<file path="src/design/pfa_consts.svh">
// Constants of the program-flow and indirect-addressing block.
// Assumes inclusion by bare name from every file that needs them.
`ifndef PFA_CONSTS_SVH
`define PFA_CONSTS_SVH

`define PFA_PC_W         13
`define PFA_DADDR_W      9
`define PFA_STACK_DEPTH  8
`define PFA_SP_W         3
`define PFA_TARGET_W     11
`define PFA_LATCH_W      5
`define PFA_ADR_WINDOW   7'h00
`define PFA_ADR_PC_LOW   7'h02
`define PFA_ADR_FILE_PTR 7'h04
`define PFA_ADR_LATCH    7'h0A
`define PFA_VECTOR       13'h0004
`define PFA_PC_RESET     13'h0000
`define PFA_FP_RESET     8'h00
`define PFA_LATCH_RESET  5'h00
`define PFA_PHASE_LAST   2'h3
`define PFA_PHASE_FIRST  2'h0
`define PFA_IRQ_LAT      2'h3

`endif

</file>
<file path="src/design/pfa_pkg.sv">
// Types shared by the program-flow block and its stack memory.
// Assumes the constants header is on the include path.
`include "pfa_consts.svh"

package pfa_pkg;

  typedef enum logic [2:0] {
    PFA_OP_NONE   = 3'b000,
    PFA_OP_STEP   = 3'b001,
    PFA_OP_GOTO   = 3'b010,
    PFA_OP_CALL   = 3'b011,
    PFA_OP_RETURN = 3'b100,
    PFA_OP_RETLIT = 3'b101,
    PFA_OP_RETIRQ = 3'b110
  } pfa_op_t;

  typedef struct packed {
    pfa_op_t                   op;
    logic [`PFA_TARGET_W-1:0]  target;
  } pfa_flow_t;

  typedef struct packed {
    logic [`PFA_DADDR_W-1:0] addr;
    logic [7:0]              wdata;
    logic                    wr;
    logic                    rd;
  } pfa_ds_req_t;

  typedef enum logic [1:0] {
    PFA_IRQ_IDLE    = 2'b00,
    PFA_IRQ_WAIT    = 2'b01,
    PFA_IRQ_SERVICE = 2'b10
  } pfa_irq_state_t;

endpackage

</file>
<file path="src/design/pfa_stack_mem.sv">
// Small memory for the return stack, with a registered read port.
// Assumes one clock; a write to the word being read is passed through.
`timescale 1ns/1ps
`include "pfa_consts.svh"

module pfa_stack_mem
  import pfa_pkg::*;
#(
  parameter int WIDTH = `PFA_PC_W,
  parameter int DEPTH = `PFA_STACK_DEPTH,
  parameter int AW    = `PFA_SP_W
) (
  input  wire logic             clk,
  input  wire logic             resetn,
  input  wire logic             we,
  input  wire logic [AW-1:0]    waddr,
  input  wire logic [WIDTH-1:0] wdata,
  input  wire logic [AW-1:0]    raddr,
  output logic      [WIDTH-1:0] rdata
);

  logic [WIDTH-1:0] mem [DEPTH];

  always_ff @(posedge clk) begin
    if (we) begin
      mem[waddr] <= wdata;
    end
  end

  // The bypass keeps the top-of-stack word current right after a push.
  always_ff @(posedge clk) begin
    if (!resetn) begin
      rdata <= '0;
    end else if (we && (waddr == raddr)) begin
      rdata <= wdata;
    end else begin
      rdata <= mem[raddr];
    end
  end

endmodule

</file>
<file path="src/design/pfa_flow.sv">
// Program counter, return stack, indirect window and interrupt timing.
// Assumes the decoder drives flow ops and data-space strobes on the
// instruction clock, and that a data RAM answers one cycle after a strobe.
//
// Implementation choices: the address map and the address-and-strobe port.
`timescale 1ns/1ps
`include "pfa_consts.svh"

module pfa_flow
  import pfa_pkg::*;
(
  input  wire logic                    SYS_CLK,
  input  wire logic                    RESETN,
  input  wire pfa_flow_t               FLOW,
  input  wire pfa_ds_req_t             DS_REQ,
  output logic [7:0]                   DS_RDATA,
  output pfa_ds_req_t                  RAM_REQ,
  input  wire logic [7:0]              RAM_RDATA,
  input  wire logic                    BANK_SELECT_HIGH,
  input  wire logic                    EXT_IRQ_EVENT,
  input  wire logic                    EXT_IRQ_FLAG_CLEAR,
  input  wire logic                    IRQ_ENABLE,
  output logic                         EXTERNAL_IRQ_FLAG,
  output logic                         IRQ_TAKEN,
  output logic [1:0]                   PHASE,
  output logic                         INSTR_CYCLE_EN,
  output logic [`PFA_PC_W-1:0]         PC
);

  ////////////////////////////////////////////////////////////////////////
  // Data-space decode and the indirect window.

  logic                    win;
  logic [`PFA_DADDR_W-1:0] eff_addr;
  logic                    win_self;
  logic                    hit_pc_low;
  logic                    hit_fp;
  logic                    hit_latch;
  logic                    hit_local;
  logic                    pc_low_wr;
  logic [7:0]              file_pointer;
  logic [`PFA_LATCH_W-1:0] pc_upper_latch;
  logic [7:0]              rdata_local;
  logic                    rd_from_ram;

  assign win        = DS_REQ.addr[6:0] == `PFA_ADR_WINDOW;
  assign eff_addr   = win ? {BANK_SELECT_HIGH, file_pointer} : DS_REQ.addr;
  assign win_self   = win && (eff_addr[6:0] == `PFA_ADR_WINDOW);
  assign hit_pc_low = eff_addr[6:0] == `PFA_ADR_PC_LOW;
  assign hit_fp     = eff_addr[6:0] == `PFA_ADR_FILE_PTR;
  assign hit_latch  = eff_addr[6:0] == `PFA_ADR_LATCH;
  // The stack pointer and upper counter bits have no address at all.
  assign hit_local  = win_self | hit_pc_low | hit_fp | hit_latch;
  assign pc_low_wr  = DS_REQ.wr && hit_pc_low;

  // A self-addressed window write is swallowed here; flags are not ours.
  always_comb begin
    RAM_REQ       = DS_REQ;
    RAM_REQ.addr  = eff_addr;
    RAM_REQ.wr    = DS_REQ.wr && !hit_local;
    RAM_REQ.rd    = DS_REQ.rd && !hit_local;
  end

  always_ff @(posedge SYS_CLK) begin
    if (!RESETN) begin
      file_pointer <= `PFA_FP_RESET;
    end else if (DS_REQ.wr && hit_fp) begin
      file_pointer <= DS_REQ.wdata;
    end
  end

  always_ff @(posedge SYS_CLK) begin
    if (!RESETN) begin
      pc_upper_latch <= `PFA_LATCH_RESET;
    end else if (DS_REQ.wr && hit_latch) begin
      pc_upper_latch <= DS_REQ.wdata[`PFA_LATCH_W-1:0];
    end
  end

  always_ff @(posedge SYS_CLK) begin
    if (!RESETN) begin
      rdata_local <= 8'h00;
      rd_from_ram <= 1'b0;
    end else if (DS_REQ.rd) begin
      rd_from_ram <= !hit_local;
      if (hit_pc_low) begin
        rdata_local <= PC[7:0];
      end else if (hit_fp) begin
        rdata_local <= file_pointer;
      end else if (hit_latch) begin
        rdata_local <= {3'h0, pc_upper_latch};
      end else begin
        rdata_local <= 8'h00;
      end
    end else begin
      rd_from_ram <= 1'b0;
    end
  end

  assign DS_RDATA = rd_from_ram ? RAM_RDATA : rdata_local;

  ////////////////////////////////////////////////////////////////////////
  // Instruction phases: four clocks per instruction cycle.

  always_ff @(posedge SYS_CLK) begin
    if (!RESETN) begin
      PHASE <= `PFA_PHASE_FIRST;
    end else begin
      PHASE <= PHASE + 2'h1;
    end
  end

  assign INSTR_CYCLE_EN = PHASE == `PFA_PHASE_LAST;

  ////////////////////////////////////////////////////////////////////////
  // External interrupt flag and vectoring latency.

  logic           irq_window;
  logic           irq_held;
  logic           irq_start;
  logic           vector_now;
  logic [1:0]     lat_cnt;
  pfa_irq_state_t irq_state;

  assign irq_window = (PHASE == `PFA_PHASE_LAST) || (PHASE == `PFA_PHASE_FIRST);

  // An edge outside the window waits here, which is why asynchronous
  // sources can see one extra instruction cycle of latency.
  always_ff @(posedge SYS_CLK) begin
    if (!RESETN) begin
      irq_held <= 1'b0;
    end else if (irq_window) begin
      irq_held <= 1'b0;
    end else if (EXT_IRQ_EVENT) begin
      irq_held <= 1'b1;
    end
  end

  // Setting wins over a clear in the same cycle.
  always_ff @(posedge SYS_CLK) begin
    if (!RESETN) begin
      EXTERNAL_IRQ_FLAG <= 1'b0;
    end else if (irq_window && (EXT_IRQ_EVENT || irq_held)) begin
      EXTERNAL_IRQ_FLAG <= 1'b1;
    end else if (EXT_IRQ_FLAG_CLEAR) begin
      EXTERNAL_IRQ_FLAG <= 1'b0;
    end
  end

  assign irq_start  = (irq_state == PFA_IRQ_IDLE) && INSTR_CYCLE_EN &&
                      EXTERNAL_IRQ_FLAG && IRQ_ENABLE;
  assign vector_now = (irq_state == PFA_IRQ_WAIT) && INSTR_CYCLE_EN &&
                      IRQ_ENABLE && (lat_cnt == `PFA_IRQ_LAT - 2'h1);
  assign IRQ_TAKEN  = vector_now;

  always_ff @(posedge SYS_CLK) begin
    if (!RESETN) begin
      irq_state <= PFA_IRQ_IDLE;
      lat_cnt   <= 2'h0;
    end else begin
      unique case (irq_state)
        PFA_IRQ_IDLE: begin
          if (irq_start) begin
            irq_state <= PFA_IRQ_WAIT;
            lat_cnt   <= 2'h1;
          end
        end
        PFA_IRQ_WAIT: begin
          if (!IRQ_ENABLE) begin
            irq_state <= PFA_IRQ_IDLE;
          end else if (vector_now) begin
            irq_state <= PFA_IRQ_SERVICE;
          end else if (INSTR_CYCLE_EN) begin
            lat_cnt <= lat_cnt + 2'h1;
          end
        end
        PFA_IRQ_SERVICE: begin
          if (FLOW.op == PFA_OP_RETIRQ) begin
            irq_state <= PFA_IRQ_IDLE;
          end
        end
        default: begin
          irq_state <= PFA_IRQ_IDLE;
        end
      endcase
    end
  end

  ////////////////////////////////////////////////////////////////////////
  // Return stack: circular, no overflow or underflow indication.

  logic                 push;
  logic                 pop;
  logic                 flow_ok;
  logic [`PFA_SP_W-1:0] sp;
  logic [`PFA_SP_W-1:0] next_sp;
  logic [`PFA_PC_W-1:0] stack_top;
  logic [`PFA_PC_W-1:0] jump_pc;

  assign flow_ok = !vector_now && !pc_low_wr;
  assign push    = vector_now || (flow_ok && (FLOW.op == PFA_OP_CALL));
  assign pop     = flow_ok && ((FLOW.op == PFA_OP_RETURN) ||
                               (FLOW.op == PFA_OP_RETLIT) ||
                               (FLOW.op == PFA_OP_RETIRQ));

  // The pointer simply wraps; nothing records lost entries.
  always_comb begin
    next_sp = sp;
    if (push) begin
      next_sp = sp + `PFA_SP_W'(1);
    end else if (pop) begin
      next_sp = sp - `PFA_SP_W'(1);
    end
  end

  always_ff @(posedge SYS_CLK) begin
    if (!RESETN) begin
      sp <= '0;
    end else begin
      sp <= next_sp;
    end
  end

  pfa_stack_mem #(
    .WIDTH (`PFA_PC_W),
    .DEPTH (`PFA_STACK_DEPTH),
    .AW    (`PFA_SP_W)
  ) u_stack (
    .clk    (SYS_CLK),
    .resetn (RESETN),
    .we     (push),
    .waddr  (sp),
    .wdata  (PC),
    .raddr  (next_sp - `PFA_SP_W'(1)),
    .rdata  (stack_top)
  );

  ////////////////////////////////////////////////////////////////////////
  // Program counter.

  assign jump_pc = {pc_upper_latch[4:3], FLOW.target};

  always_ff @(posedge SYS_CLK) begin
    if (!RESETN) begin
      PC <= `PFA_PC_RESET;
    end else if (vector_now) begin
      PC <= `PFA_VECTOR;
    end else if (pc_low_wr) begin
      // No carry reaches the upper bits from a low-byte sum.
      PC <= {pc_upper_latch, DS_REQ.wdata};
    end else if (pop) begin
      PC <= stack_top;
    end else if ((FLOW.op == PFA_OP_GOTO) || (FLOW.op == PFA_OP_CALL)) begin
      PC <= jump_pc;
    end else if (FLOW.op == PFA_OP_STEP) begin
      PC <= PC + `PFA_PC_W'(1);
    end
  end
endmodule

</file>
<file path="config.mk">
export PLATFORM = sky130hd
export DESIGN_NAME = pfa_flow
export DESIGN_NICKNAME = d
export VERILOG_FILES = /design/src/design/pfa_pkg.sv /design/src/design/pfa_stack_mem.sv /design/src/design/pfa_flow.sv
export VERILOG_INCLUDE_DIRS = /design/src /design/src/design
export SDC_FILE = /design/constraint.sdc
export NUM_CORES = 1
export LEC_CHECK = 0
export BUFFER_PORTS_ARGS = -buffer_cell sky130_fd_sc_hd__clkbuf_2
export CAP_MARGIN = 20
export CORE_MARGIN = 1.5
export CORE_UTILIZATION = 58
export CTS_CLUSTER_DIAMETER = 80
export DETAILED_ROUTE_END_ITERATION = 10
export GPL_ROUTABILITY_DRIVEN = 0
export GPL_TIMING_DRIVEN = 0
export HOLD_SLACK_MARGIN = 0.08
export PLACE_DENSITY = 0.79
export REMOVE_ABC_BUFFERS = 1
export SYNTH_ARGS = -nofsm -noshare
export SYNTH_HDL_FRONTEND = slang
export SYNTH_SLANG_ARGS = --single-unit
</file>
<file path="constraint.sdc">
create_clock -name SYS_CLK -period 3.85 [get_ports SYS_CLK]
set_clock_uncertainty 0.05 [all_clocks]
set_input_delay 0.385 -clock SYS_CLK [delete_from_list [all_inputs] [get_ports SYS_CLK]]
set_output_delay 0.385 -clock SYS_CLK [all_outputs]
set_load 0.1 [all_outputs]
</file>
==> metrics.md <==
| Metric | Value |
|---|---|
| Ports | `92` |
| Fmax | `292 MHz` |
| Vias | `4991` |
| Detail Route Antenna Nets | `0` |
| Relative slew margins | `33.2%` |
| I/O Buffers | `91` |
| CP required | `3410 ps` |
| Placed Cells | `790` |
| Site Rows | `40` |
| First-pass GRT wire length | `26.3 mm` |
| Die area | `13300 um2` |
| Final non-filler cell total | `823` |
| Library cells used by synthesis | `60` |
| Crit path max fanout | `9` |
| Final Setup Violations | `0` |
| Pint | `3.57 mW` |
| Logic pwr share | `24.1%` |
| Antenna cell count | `0` |
| DR iter-0 viols | `437` |
| Top cells by area, synth | `edfxtp_1 (43%), dfxtp_1 (16%), mux4_2 (4.6%), mux2i_1 (4.2%), mux4_1 (4.0%)` |
| Largest net degree at the start of global routing | `31` |
| Switch Pwr | `1.55 mW` |
| Clock power share | `34.4%` |
| Die Wd | `115 um` |
| Most used flip-flop cell after synthesis | `edfxtp_1` |
| Yosys reg bits | `163` |
| Max Cap Viol | `0` |
| Skew-Pair Late Insertion Delay | `420 ps` |
| CTS root buf | `clkbuf_16` |
| Final Util | `70.2%` |
| Initial antenna violation count | `0` |
| Reg power frac | `41.5%` |
| Area grow syn2layout | `16.8%` |
| Max Root-Sink Buffers | `2` |
| Number of synthesized flops with an enable pin | `104` |
| Pwr dens | `599 nW/um2` |
| Drt wl/cell | `20.1 um` |
| Net Sw Frac | `30.3%` |
| RSZ-0062 raised after global routing | `no` |
| Clock Pin Slew Worst Setup and Hold Paths | `60 ps` |
| Leak pwr | `3.15 nW` |
| Hold Crit Class | `in2reg` |
| Sink Count | `163` |
| Vias per cell | `6.06` |
| Layout Nets | `695` |
| Final hold vios | `0` |
| Clock buffer count from CTS | `17` |
| Max Slew Vio Count | `0` |
| CP Launch Type | `flip-flop` |
| Largest area contributor in the netlist | `edfxtp_1` |
| Worst Path Arrival | `2990 ps` |
| Fin crit share | `89.0%` |
| Seq/Total Area, Yosys | `58.9%` |
| DIE HEIGHT | `115 um` |
| Post-DP HPWL | `11.2 mm` |
| Total global-route track usage | `26.7%` |
| Cts hold-fix bufs | `0` |
| Routed WL | `16.5 mm` |
| Top cell type's share of synthesized area | `42.7%` |
| Starting Density | `60.1%` |
| Avg Cell Area, Syn | `13.0 um2` |
| Type of the worst setup path | `reg2out` |
| Final min period | `3430 ps` |
| Mapped cell area | `7310 um2` |
| Slew @ Worst Pin | `1000 ps` |
| Gr ovfl total | `0` |
| DRC errors left | `0` |
| H-tree levels | `4` |
| DRT Pass-1 Iters | `6` |
| Synth warn | `0` |
| Layout cells sized above 1 | `26.4%` |
| Vias in the first global route | `4787` |
| Syn Inst Count | `563` |
| Asr flop ratio synth | `0%` |
| Core area | `12200 um2` |
| CP Capture Type | `primary output` |
| Status | `finished clean` |
| VDD IR max | `316 uV` |
| CTS tree | `yes` |
## critical path: stages, from the launching register on
cell and delay, ps:
dfxtp_1 360, nor4_2 490, a21o_1 250, nor4b_2 660, nor3_1 210, and2_1 230
clkbuf_2 360
## metal layers
metal | share of wire, % | GRT usage [%] | up-vias
li1 | - | - | 2315
met1 | 44 | 36.2 | 2414
met2 | 48 | 42.0 | 229
met3 | 6.0 | 4.90 | 33
met4 | 2.9 | 12.8 | 0
met5 | 0 | 0 | -
## timing repair
item                       CTS  global route
buffers inserted             0             1
resized for setup            3             2
pin swaps                    0             1
setup endpoints to repair   13            13
## sequential cells by signal, summed over array words and instances (netlist names), 2 cells and up
signal          flops
u_stack.rdata      13
lat_cnt             2
u_stack.mem       104
PHASE               2
pc_upper_latch      5
rdata_local         8
file_pointer        8
irq_state           2
sp                  3
PC                 13
## cell usage after synthesis, drive strengths merged (2+ instances only)
cell type / n
o21ai: 21
a31oi: 3
a21o: 8
ha: 6
a211oi: 12
nor4: 5
or3: 2
xor2: 6
nand2b: 4
o311ai: 6
nand3: 5
dfxtp: 59
and4b: 2
or2: 2
and3: 3
xnor2: 8
nand4: 2
buf: 20
nor2: 63
and2: 7
nand2: 36
mux2: 10
mux4: 26
a311oi: 2
mux2i: 31
o22ai: 2
nor4b: 2
a211o: 2
nor3: 6
edfxtp: 104
a21oi: 33
nor2b: 4
a222oi: 5
inv: 9
o211ai: 10
a22oi: 4
clkbuf: 21
## through the flow
| stage | instance area (um2) | setup TNS (ps) | hold WS (ps) | setup slack (ps) | power (mW) |
|---|---|---|---|---|---|
| 2_1_floorplan | 7090 | -28440 | 394 | -1480 | 2.99 |
| 3_3_place_gp | 7750 | -20760 | 383 | -1620 | 3.29 |
| 3_5_place_dp | 7890 | -6540 | 415 | -568 | 3.37 |
| 4_1_cts | 8520 | 0 | 171 | 42.8 | 5.12 |
| 5_1_grt | 8540 | 0 | 181 | 176 | 5.30 |
| 6_report | 8540 | 0 | 172 | 424 | 5.11 |
## power groups by stage
| stage | clock (mW) | sequential (mW) | combinational [mW] |
|---|---|---|---|
| after global placement | 0 | 2.14 | 1.15 |
| after floorplan | 0 | 2.26 | 0.730 |
| after detailed placement | 0 | 2.15 | 1.22 |
| after global routing | 1.85 | 2.13 | 1.31 |
| after CTS | 1.77 | 2.12 | 1.23 |
| final | 1.76 | 2.12 | 1.23 |
## path summary, 6_finish.rpt
check        slack [ps]  depth (start not counted)          endpoint             from
min reg2reg         420                          1          PHASE[0]         PHASE[0]
max reg2reg         460                         11  u_stack.rdata[9]  file_pointer[0]
min                 170                          3          irq_held    EXT_IRQ_EVENT
max                 420                          6        RAM_REQ[0]  file_pointer[0]
## cells in the final DEF (no fill, tap or decap), drive strengths merged, types with 3 or more instances in the layout
| cell type | count |
|---|---|
| mux2 | 10 |
| o311ai | 6 |
| nand2b | 4 |
| clkinv | 6 |
| buf | 10 |
| nor3 | 6 |
| a21oi | 33 |
| nor2 | 63 |
| mux2i | 31 |
| edfxtp | 104 |
| bufinv | 4 |
| nor4 | 5 |
| inv | 9 |
| o21ai | 21 |
| xnor2 | 8 |
| nor2b | 4 |
| xor2 | 6 |
| and2 | 7 |
| a222oi | 5 |
| clkbuf | 111 |
| a22oi | 4 |
| mux4 | 26 |
| and3 | 3 |
| nand2 | 36 |
| nand3 | 5 |
| a211oi | 12 |
| o211ai | 10 |
| a21o | 8 |
| dfxtp | 59 |
| a31oi | 3 |
| ha | 6 |
## logic make-up (layout without fill, tap and decap cells)
group / after synthesis / in the layout / synth area share (%)
xor gates and xnor gates: 15 / 15 / 2.26
AOI/OAI and AO/OA: 114 / 114 / 10.3
DFF: 163 / 163 / 58.9
adders and majority gates: 6 / 6 / 1.03
muxes: 67 / 67 / 14.4
buffers and inverters: 50 / 142 / 3.54
and+or+nand+nor: 148 / 148 / 9.65
## layout make-up
| type | instances | area [um2] |
|---|---|---|
| Sequential cell | 163 | 4300 |
| Fill cell | 824 | 3620 |
| Multi-Input combinational cell | 350 | 2800 |
| Timing Repair Buffer | 101 | 578 |
| Clock buffer | 20 | 437 |
| Tap cell | 168 | 210 |
| Clock inverter | 12 | 183 |
| Inverter | 9 | 33.8 |
Power figures use the tool's default switching activity.
